`src/shared/ptb_pkg.sv`:
```
// How it works
// RULE_01: With the run bit clear the divider is held at zero, and it counts from zero once set.
// RULE_02: The rollover flag is set each time the divider overflows at the selected tap.
// RULE_03: A newly set flag raises an interrupt request when the interrupt enable bit is one.
// RULE_04: The acknowledge bit reads as zero, a one written to it clears the flag, a zero does nothing.
// RULE_05: The first flag after enabling comes at half the period, every later one at the full period.
// RULE_06: The source clock is the external clock while external clock on is set, else the internal one.
// RULE_07: Bank zero taps for codes 000 to 111 divide by 32768, 8192, 2048, 128, 64, 32, 16 and 8.
// RULE_08: Bank one taps for codes 000 to 111 divide by 4194304 down to 1024 as tabled.
// RULE_09: Software changes the tap select only while the timebase is stopped.
// RULE_10: In stop mode the timebase runs only if the oscillator is kept running in stop.
// RULE_11: The timebase keeps running in wait mode, and its register is not reachable in wait or stop.
// RULE_12: Clearing the run bit leaves the flag alone, only an acknowledge clears it.
// RULE_13: Reset clears both the interrupt enable bit and the run bit.
// RULE_14: The chain has fifteen stages with eight taps, behind a fixed divide-by-128 prescaler in bank one only.
// RULE_15: The interrupt output stays high as long as flag and enable are both set.
// RULE_16: A rollover in the same cycle as an acknowledge leaves the flag set.
package ptb_pkg;
    localparam int unsigned ADDR_W   = 12;
    localparam logic [11:0] OFF_CTRL = 12'h000;
    localparam logic [11:0] OFF_STAT = 12'h004;
    localparam logic [11:0] OFF_CLR  = 12'h008;
    localparam logic [11:0] OFF_EN   = 12'h00c;
    localparam logic [11:0] OFF_CNT  = 12'h010;
    localparam int unsigned BIT_FLAG = 7;
    localparam int unsigned TAP_LSB  = 4;
    localparam int unsigned BIT_ACK  = 3;
    localparam int unsigned BIT_IE   = 2;
    localparam int unsigned BIT_RUN  = 1;
    localparam int unsigned BIT_IRQ  = 0;
    localparam int unsigned TAP_W    = 3;
    localparam int unsigned PRE_W    = 7;
    localparam int unsigned CHAIN_W  = 15;
    localparam int unsigned CNT_W    = PRE_W + CHAIN_W;
    localparam logic [TAP_W-1:0]   TAP_RST  = 3'h0;
    localparam logic               IE_RST   = 1'b0;
    localparam logic               RUN_RST  = 1'b0;
    localparam logic               FLAG_RST = 1'b0;
    localparam logic [PRE_W-1:0]   PRE_LAST = 7'h7f;
    // Chain bit below each tap, code 0 in the low nibble
    localparam logic [31:0]        TAP_BITS = 32'h23456ace;
    localparam logic [31:0]        RDATA_RST = 32'h00000000;
    typedef enum logic [1:0] {
        ST_IDLE   = 2'b01,
        ST_ACCESS = 2'b10
    } ptb_apb_e;
endpackage

```
`src/shared/ptb_div_if.sv`:
```
`timescale 1ns/1ns
interface ptb_div_if;
    logic                       tick;
    logic                       run;
    logic                       bank;
    logic [ptb_pkg::TAP_W-1:0]  tap;
    logic                       rollover;
    logic [ptb_pkg::CNT_W-1:0]  count;
    modport src (output tick);
    modport div (input tick, run, bank, tap, output rollover, count);
    modport ctl (output run, bank, tap, input rollover, count);
endinterface

```
`src/logic/ptb_tick_sel.sv`:
```
`timescale 1ns/1ns
module ptb_tick_sel (
    // Clock and reset
    input  wire logic pclk,
    input  wire logic presetn,
    // Source clocks, sampled as levels
    input  wire logic external_clock,
    input  wire logic internal_clock,
    input  wire logic external_clock_on,
    input  wire logic freeze,
    // Divider side
    ptb_div_if.src    dv
);
    logic ext_q;
    logic ext_d;
    logic int_q;
    logic int_d;
    logic tick_q;
    logic tick_d;

    // Sources must stay at or below half of pclk, one tick per rising edge
    always_comb
    begin
        ext_d  = external_clock;
        int_d  = internal_clock;
        tick_d = 1'b0;
        if (freeze)
            tick_d = 1'b0;
        // RULE_06: external wins when on
        else if (external_clock_on)
            tick_d = external_clock & ~ext_q;
        else
            tick_d = internal_clock & ~int_q;
    end

    always_ff @(posedge pclk or negedge presetn)
    begin
        if (!presetn)
        begin
            ext_q  <= 1'b0;
            int_q  <= 1'b0;
            tick_q <= 1'b0;
        end
        else
        begin
            ext_q  <= ext_d;
            int_q  <= int_d;
            tick_q <= tick_d;
        end
    end

    assign dv.tick = tick_q;
endmodule

```
`src/logic/ptb_divider.sv`:
```
`timescale 1ns/1ns
module ptb_divider (
    // Clock and reset
    input  wire logic pclk,
    input  wire logic presetn,
    // Control side
    ptb_div_if.div    dv
);
    logic [ptb_pkg::PRE_W-1:0]   pre_q;
    logic [ptb_pkg::PRE_W-1:0]   pre_d;
    logic [ptb_pkg::CHAIN_W-1:0] chain_q;
    logic [ptb_pkg::CHAIN_W-1:0] chain_d;
    logic                        step;
    logic                        roll_q;
    logic                        roll_d;
    logic [3:0]                  tap_bit;

    always_comb
    begin
        // RULE_07: same chain taps in both banks
        // RULE_08: bank one only adds the prescaler
        tap_bit = ptb_pkg::TAP_BITS[{dv.tap, 2'b00} +: 4];
        // RULE_14: divide-by-128 ahead of 15 stages in bank one only
        step    = dv.bank ? (dv.tick & (pre_q == ptb_pkg::PRE_LAST)) : dv.tick;
        pre_d   = pre_q + ptb_pkg::PRE_W'(dv.tick);
        chain_d = chain_q + ptb_pkg::CHAIN_W'(step);
        // RULE_05: rise of bit below tap, half then full period
        // RULE_02: flag event at the selected tap
        roll_d  = step & ~chain_q[tap_bit] & chain_d[tap_bit];
        // RULE_01: held at zero while stopped
        if (!dv.run)
        begin
            pre_d   = '0;
            chain_d = '0;
            roll_d  = 1'b0;
        end
    end

    always_ff @(posedge pclk or negedge presetn)
    begin
        if (!presetn)
        begin
            pre_q   <= '0;
            chain_q <= '0;
            roll_q  <= 1'b0;
        end
        else
        begin
            pre_q   <= pre_d;
            chain_q <= chain_d;
            roll_q  <= roll_d;
        end
    end

    assign dv.rollover = roll_q;
    assign dv.count    = {chain_q, pre_q};
endmodule

```
`src/logic/ptb_timebase.sv`:
```
`timescale 1ns/1ns
module ptb_timebase (
    // Clock and reset
    input  wire logic        pclk,
    input  wire logic        presetn,
    // APB slave
    input  wire logic [11:0] paddr,
    input  wire logic        psel,
    input  wire logic        penable,
    input  wire logic        pwrite,
    input  wire logic [31:0] pwdata,
    input  wire logic [3:0]  pstrb,
    output logic      [31:0] prdata,
    output logic             pready,
    output logic             pslverr,
    // Clock generator
    input  wire logic        external_clock,
    input  wire logic        internal_clock,
    input  wire logic        external_clock_on,
    input  wire logic        tap_bank_select,
    input  wire logic        osc_keep_in_stop,
    // Power modes
    input  wire logic        wait_mode,
    input  wire logic        stop_mode,
    // Interrupt
    output logic             irq
);
    ptb_div_if dv ();

    ptb_pkg::ptb_apb_e         st_q;
    ptb_pkg::ptb_apb_e         st_d;
    logic [31:0]               rdata_q;
    logic [31:0]               rdata_d;
    logic                      err_q;
    logic                      err_d;
    logic [ptb_pkg::TAP_W-1:0] tap_q;
    logic [ptb_pkg::TAP_W-1:0] tap_d;
    logic                      ie_q;
    logic                      ie_d;
    logic                      run_q;
    logic                      run_d;
    logic                      flag_q;
    logic                      flag_d;
    logic                      irq_q;
    logic                      irq_d;
    logic                      freeze;
    logic                      blocked;
    logic                      setup;
    logic                      wr_en;
    logic                      ack;
    logic [7:0]                ctrl_rd;

    // RULE_10: stop freezes unless oscillator kept alive
    assign freeze  = stop_mode & ~osc_keep_in_stop;
    // RULE_11: register closed in wait and stop, counting goes on in wait
    assign blocked = wait_mode | stop_mode;

    assign dv.run  = run_q;
    assign dv.tap  = tap_q;
    assign dv.bank = tap_bank_select;

    ptb_tick_sel u_tick (
        .pclk              (pclk),
        .presetn           (presetn),
        .external_clock    (external_clock),
        .internal_clock    (internal_clock),
        .external_clock_on (external_clock_on),
        .freeze            (freeze),
        .dv                (dv.src)
    );

    ptb_divider u_div (
        .pclk    (pclk),
        .presetn (presetn),
        .dv      (dv.div)
    );

    // Control register image; acknowledge bit always reads zero
    always_comb
    begin
        ctrl_rd                                                  = 8'h00;
        ctrl_rd[ptb_pkg::BIT_FLAG]                               = flag_q;
        ctrl_rd[ptb_pkg::TAP_LSB +: ptb_pkg::TAP_W]              = tap_q;
        ctrl_rd[ptb_pkg::BIT_IE]                                 = ie_q;
        ctrl_rd[ptb_pkg::BIT_RUN]                                = run_q;
    end

    assign setup = psel & ~penable;

    // Bus phase, read data and error taken at setup
    always_comb
    begin
        st_d    = st_q;
        rdata_d = rdata_q;
        err_d   = err_q;
        case (st_q)
            ptb_pkg::ST_IDLE:
            begin
                if (setup)
                begin
                    st_d    = ptb_pkg::ST_ACCESS;
                    rdata_d = ptb_pkg::RDATA_RST;
                    err_d   = 1'b0;
                    if (blocked)
                        err_d = 1'b1;
                    else if (paddr == ptb_pkg::OFF_CTRL)
                        rdata_d = {24'h000000, ctrl_rd};
                    else if (paddr == ptb_pkg::OFF_STAT)
                        rdata_d[ptb_pkg::BIT_IRQ] = flag_q;
                    else if (paddr == ptb_pkg::OFF_CLR)
                        rdata_d = ptb_pkg::RDATA_RST;
                    else if (paddr == ptb_pkg::OFF_EN)
                        rdata_d[ptb_pkg::BIT_IRQ] = ie_q;
                    else if (paddr == ptb_pkg::OFF_CNT)
                        rdata_d[ptb_pkg::CNT_W-1:0] = dv.count;
                    else
                        err_d = 1'b1;
                    if (!pwrite)
                        err_d = err_d;
                    else
                        rdata_d = ptb_pkg::RDATA_RST;
                end
            end
            ptb_pkg::ST_ACCESS:
            begin
                st_d = ptb_pkg::ST_IDLE;
            end
            default:
            begin
                st_d = ptb_pkg::ST_IDLE;
            end
        endcase
    end

    always_ff @(posedge pclk or negedge presetn)
    begin
        if (!presetn)
        begin
            st_q    <= ptb_pkg::ST_IDLE;
            rdata_q <= ptb_pkg::RDATA_RST;
            err_q   <= 1'b0;
        end
        else
        begin
            st_q    <= st_d;
            rdata_q <= rdata_d;
            err_q   <= err_d;
        end
    end

    // One wait-free access cycle after each setup
    assign pready  = (st_q == ptb_pkg::ST_ACCESS);
    assign prdata  = rdata_q;
    assign pslverr = pready & err_q;

    // Writes land only at the completing edge, low byte lane only
    assign wr_en = pready & psel & penable & pwrite & ~err_q & pstrb[0];

    // RULE_09: tap changes while running are software's fault
    // Not blocked here; the tap bit may jump and skip or add one event
    always_comb
    begin
        tap_d = tap_q;
        ie_d  = ie_q;
        run_d = run_q;
        ack   = 1'b0;
        if (wr_en)
        begin
            if (paddr == ptb_pkg::OFF_CTRL)
            begin
                tap_d = pwdata[ptb_pkg::TAP_LSB +: ptb_pkg::TAP_W];
                ie_d  = pwdata[ptb_pkg::BIT_IE];
                run_d = pwdata[ptb_pkg::BIT_RUN];
                // RULE_04: one clears, zero has no effect
                ack   = pwdata[ptb_pkg::BIT_ACK];
            end
            else if (paddr == ptb_pkg::OFF_CLR)
            begin
                ack = pwdata[ptb_pkg::BIT_IRQ];
            end
            else if (paddr == ptb_pkg::OFF_EN)
            begin
                ie_d = pwdata[ptb_pkg::BIT_IRQ];
            end
        end
    end

    // Flag and interrupt level
    always_comb
    begin
        flag_d = flag_q;
        // RULE_12: only acknowledge clears, run bit ignored
        if (ack)
            flag_d = 1'b0;
        // RULE_16: set beats clear
        // RULE_02: divider event sets flag
        if (dv.rollover)
            flag_d = 1'b1;
        // RULE_03: request when set and enabled
        // RULE_15: level while both hold
        irq_d = flag_d & ie_d;
    end

    always_ff @(posedge pclk or negedge presetn)
    begin
        if (!presetn)
        begin
            // RULE_13: run and enable cleared
            tap_q  <= ptb_pkg::TAP_RST;
            ie_q   <= ptb_pkg::IE_RST;
            run_q  <= ptb_pkg::RUN_RST;
            flag_q <= ptb_pkg::FLAG_RST;
            irq_q  <= 1'b0;
        end
        else
        begin
            tap_q  <= tap_d;
            ie_q   <= ie_d;
            run_q  <= run_d;
            flag_q <= flag_d;
            irq_q  <= irq_d;
        end
    end

    assign irq = irq_q;
endmodule

```
`config.mk`:
```
export PLATFORM = sky130hd
export DESIGN_NAME = ptb_timebase
export DESIGN_NICKNAME = d
export VERILOG_FILES = /design/src/shared/ptb_pkg.sv /design/src/shared/ptb_div_if.sv /design/src/logic/ptb_tick_sel.sv /design/src/logic/ptb_divider.sv /design/src/logic/ptb_timebase.sv
export SDC_FILE = /design/constraint.sdc
export NUM_CORES = 1
export LEC_CHECK = 0
export BUFFER_PORTS_ARGS = -buffer_cell sky130_fd_sc_hd__buf_2
export CAP_MARGIN = 30
export CORE_UTILIZATION = 49
export CTS_BUF_LIST = sky130_fd_sc_hd__clkbuf_16
export CTS_CLUSTER_DIAMETER = 200
export DETAILED_ROUTE_END_ITERATION = 10
export HOLD_SLACK_MARGIN = 0.12
export PLACE_DENSITY = 0.83
export SLEW_MARGIN = 20
export SYNTH_ARGS = -nofsm -noshare
export SYNTH_HDL_FRONTEND = slang
export SYNTH_SLANG_ARGS = --single-unit
export TNS_END_PERCENT = 1
```
`constraint.sdc`:
```
create_clock -name pclk -period 5.8 [get_ports pclk]
set_clock_uncertainty 0.15 [all_clocks]
set_input_delay 0.29 -clock pclk [delete_from_list [all_inputs] [get_ports pclk]]
set_output_delay 0.29 -clock pclk [all_outputs]
set_load 0.01 [all_outputs]
```
Word-level counts from Yosys, hierarchy flattened
Cells that the tools add are included.

Register bits: 68. Word-level logic and storage cells: 86.

$add $sub $neg: 2. $lt $le $gt $ge: 1. Equal/unequal tests: 8. Shift-type cells: 1. Mux-type cells: 36. Bitwise gates (word level): 21. Reductions and logical operators: 3.

Operator list (number): $mux 22 (4); $mux 21 (2); $mux 32 (1); $shiftx 32x6->4 const A (1); $eq 12x4->1 const B (2); $mux 1 (23); $add 15x1->15 (1); $mux 15 (1); $and 1x1->1 (14); $eq 12x3->1 const B (1); $eq 12x5->1 const B (1); $logic_not 12->1 (1); $bmux 1 s4 (2); $add 7x1->7 (1); $eq 7x7->1 const B (1); $mux 7 (1); $not 1->1 (6); $lt 4x5->1 const B (1); $mux 2 (2); $reduce_and 2->1 (2); $eq 2x1->1 const B (1); $eq 2x2->1 const B (1); $ne 2x2->1 const B (1); $or 1x1->1 (1).

Depth between registers and ports, before layout
Word-level depth: 10. Mapped depth: 10. Mapped depth without buffers: 10.

Cells and area by module
From an unflattened synthesis, not the netlist that was laid out.

Cells, all modules: 270. Area total of the unflattened synthesis: 2940.3 µm².

By module, submodules not included: ptb_timebase (instances 1, cells each 139, area each 1580.3 µm²); ptb_divider (instances 1, cells each 125, area each 1263.7 µm²); ptb_tick_sel (instances 1, cells each 6, area each 96.3 µm²).

Worst setup path before layout
OpenSTA, ideal clock, no wires.

Kind: reg-to-reg. Start: register u_div.pre_q[2] (netlist bit). End: register u_div.roll_q, in the netlist u_div.dv.rollover. Arrival: 2264 ps. Setup slack: 3285 ps. Cell stages (with the launch flop): 11. Buffers on the path: 0. Period minus slack after synthesis: 2515 ps. Cell sequence: dfrtp_1 and3_1 nand3_1 a21boi_0 ha_1 ha_1 nand4_1 or3_1 a31oi_1 a31oi_1 nor4_1.

Longest elaborated chain between the ends: 8. Elaborated cells between the ends (all ways): 9. Those cells by class: 1 x add/sub; 1 x eq/ne; 4 x mux; 3 x bitwise.

RTL lines: from (decl) (RTL line ptb_divider.sv:9) `logic [ptb_pkg::PRE_W-1:0] pre_q;`; from (signal assigned) (RTL line ptb_divider.sv:49) `pre_q <= pre_d;`; $eq 7x7->1 (*) (RTL line ptb_divider.sv:24) `step = dv.bank ? (dv.tick & (pre_q == ptb_pkg::PRE_LAST)) : dv.tick;`; $and 1x1->1 (*) (RTL line ptb_divider.sv:24); $mux 1 (*) (RTL line ptb_divider.sv:24); $add 15x1->15 (RTL line ptb_divider.sv:26) `chain_d = chain_q + ptb_pkg::CHAIN_W'(step);`; $bmux 1 s4 (RTL line ptb_divider.sv:29) `roll_d = step & ~chain_q[tap_bit] & chain_d[tap_bit];`; $mux 1 (implied by the code) (RTL line ptb_divider.sv:29); $and 1x1->1 (*) (RTL line ptb_divider.sv:29); $mux 1 (*) (RTL line ptb_divider.sv:31) `if (!dv.run)`; via u_div.roll_d (RTL line ptb_divider.sv:15) `logic roll_d;`; to (signal assigned) (RTL line ptb_divider.sv:51) `roll_q <= roll_d;`; to (decl) (RTL line ptb_divider.sv:14) `logic roll_q;`.

The timed path passes the listed nets; every way through them passes the cells marked *. The select of a mux whose other input is x is not followed. A chain may end at the register's enable or synchronous reset.

Worst setup path in the final report
Start: register u_div.pre_q[3] (netlist bit). End: register u_div.roll_q, in the netlist u_div.dv.rollover.

Same word-level chain as after synthesis.

==> impl_metrics.tcl <==
set metrics [dict create \
    fp.dieW_um 77.12 \
    drive_gt1_share_pct 26.23 \
    reg2regPathDepth 10 \
    hold_viol_final 0 \
    portBuffers 56 \
    cts_setup_buffers 0 \
    synthCells 253 \
    async_flop_share_pct 100.0 \
    synth.most_common_cell "dfrtp_1" \
    grt_pass1_wl_mm 9.867 \
    track_usage_pct 21.82 \
    ant_nets 0 \
    slowest_stage "nor4_1" \
    place_hpwl_mm 3.859 \
    gp_congestion 0.7824 \
    dieArea_um2 5947 \
    post-route-period-util_pct 55.05 \
    critical_path_class "flip-flop to flip-flop" \
    grt-ovfl-total 0 \
    worstHoldPathType "input port to flip-flop" \
    nFillCells 423 \
    slowest_delay_ps 450 \
    wl_mm 5.924 \
    min_path_cells 4 \
    synthDistinctLibCells 47 \
    rows 26 \
    syn_area_um2 2765 \
    clockBufferDepth 2 \
    ys.flop_type "dfrtp_1" \
    max_freq_ghz 0.3132 \
    grt_max_degree 59 \
    cp-start-kind "flip-flop" \
    place_inst 369 \
    yosysTopAreaCellShare_pct 51.58 \
    stdcell_count 394 \
    start_util_pct 52.47 \
    arrival_ps 3260 \
    end_kind "flip-flop" \
    drt_first_pass_iters 4 \
    yosys-top-cells-count "dfrtp_1, nand2_1, and2_1, a22o_1, buf_4" \
    tns_ps 0 \
    tightestPinTransition_ps 850.8 \
    worstPathRequired_ps 5870 \
    cts.sinks 58 \
    avgSynthCellArea_um2 10.93 \
    ys_warn_count 0 \
    ir_drop_uv 159.4 \
    vias_per_cell 5.350 \
    yosys.area.top_type "dfrtp_1" \
    rsz0062_at_grt "false" \
    cts_root_buf "clkbuf_16" \
    layout_min_cycle_time_ps 3193 \
    multi_input_area_um2 1195 \
    antennaDiodeCount 0 \
    outcome "complete, no violations" \
    setup_violations 0 \
    drtIter0Drc 108 \
    drv_cap 0 \
    power.leakage_nw 1.740 \
    io_pins 95 \
    drv_slew 0 \
    clk_latency_ps 320 \
    synth_seq_area_share_pct 52.53 \
    nets 383 \
    cp_common_cell "nor4_1" \
    antenna_found_initial 0 \
    worstPathMaxFanout 7 \
    path_cells "and3_1 -> nand3_1 -> a21boi_0 -> ha_1 -> ha_1 -> nand4_1 -> nor4_1 -> xor2_1 -> nor4_1 -> nor4_1" \
    fp.dieH_um 77.12 \
    vias 2108 \
    htreeDepth 3 \
    synth_edf_count 0 \
    ff_latch_area_um2 1453 \
    numCtsBuffers 9 \
    ys_top_cells_by_area "dfrtp_1, a22o_1, and2_1" \
    core_area_um2 5270 \
    grt_pass1_vias 2013 \
    syn_to_final_growth_pct 25.02 \
    clk_pin_slew_ps 50 \
    power_density_nw_per_um2 288.9 \
    drcViolationCount 0 \
    cts_tree "yes" \
    slew_headroom_pct 43.10 \
    ff2ff_setup_slack_ps 2610 \
    wl_per_cell_um 15.04 \
    ys_ff_latch 58 \
]
## where the power goes
part | total [W] | internal [W] | switching, W | leakage (nW)
Clock | 0.000545 | 0.000370 | 0.000175 | 0.154
Combinational | 0.0000426 | 0.0000175 | 0.0000252 | 0.793
Sequential | 0.000411 | 0.000409 | 0.00000172 | 0.793
Total | 0.000999 | 0.000797 | 0.000202 | 1.74
## metal layers
metal  wire, um  track usage (%)  share of wire, %
met2       2867            34.42                48
met1       2691            27.78                45
met3        286            7.738               4.8
met5          0                0                 0
met4         78            7.358               1.3
## registers in the layout, indices dropped and copies added, names as in the netlist
signal	cells
prdata	22
flag_q	1
u_tick.int_q	1
u_div.pre_q	7
dv.tap	3
u_div.dv.rollover	1
u_div.chain_q	15
dv.run	1
ie_q	1
u_tick.ext_q	1
err_q	1
st_q	2
irq	1
u_tick.dv.tick	1
## critical path, delay by kind of cell, from the launching register on
family                   cells  cell delay [ps]
AND/OR/NAND/NOR              6             1390
XOR/XNOR                     1              260
AO/OA/AOI/OAI                1              340
flip-flops                   1              410
adder cells (fa/ha/maj)      2              540
## final timing paths
| kind | start | to |
|---|---|---|
| setup / recovery | u_div.pre_q[3] | u_div.dv.rollover |
| hold / removal | wait_mode | prdata[0] |
| setup reg to reg | u_div.pre_q[3] | u_div.dv.rollover |
| hold reg to reg | prdata[5] | prdata[5] |
| max in group asynchronous | presetn | prdata[20] |
| min in group asynchronous | presetn | u_tick.ext_q |
## layout make-up
cell class,count,share of cell area (%)
Inverter,7,0.7600
Sequential cell,58,42.02
Clock inverter,7,2.461
Clock buffer,9,6.515
Multi-Input combinational cell,176,34.56
Tap cell,70,2.533
Timing Repair Buffer,67,11.15
## cells in the final DEF, fill, tap and decap left out, drive strengths merged, types with 3 or more instances in the layout
master and n:
a21boi 3, a22o 15, a22oi 6, a31oi 4, and2 19, and3 5
buf 58, clkbuf 9, clkinv 3, conb 10, dfrtp 57, dlygate4sd3 9
ha 4, inv 8, mux2 5, nand2 21, nand3 12, nor2 6
nor2b 4, nor3 7, nor4 8, o21ai 5, or3 3, xnor2 9
xor2 8
## repair_timing
| item | 4_1_cts | 5_1_grt |
|---|---|---|
| setup endpoints to repair | 0 | 0 |
| endpoints found under the hold margin | 64 | 0 |
| resized for setup | 0 | 0 |
| hold buffers | 9 | 0 |
## cell families (layout without fill, tap and decap cells)
family | after synthesis | count (layout) | share of synthesized area, %
AND/OR/NAND/NOR | 95 | 95 | 20.05
flip-flops | 58 | 58 | 52.53
AO/OA/AOI/OAI | 43 | 43 | 11.86
buffers and inverters | 28 | 90 | 5.475
XOR/XNOR | 17 | 17 | 5.385
multiplexers | 7 | 7 | 2.760
adder cells (fa/ha/maj) | 4 | 4 | 1.810
other | 1 | 10 | 0.1356
## metrics by stage
stage	instance area, um2	utilization (%)	power, W	worst slack (ps)	hold slack [ps]
4_1_cts	3457	65.60	0.001005	2587	144.4
5_1_grt	3457	65.60	0.001035	2312	163.5
3_5_place_dp	3057	58.00	0.0004552	2648	261.6
6_report	3457	65.60	0.0009987	2607	147.5
2_1_floorplan	2799	-	0.0004365	3285	-155.6
3_3_place_gp	3057	58.00	0.0004540	2840	262.9
(Power assumes the default switching activity.)
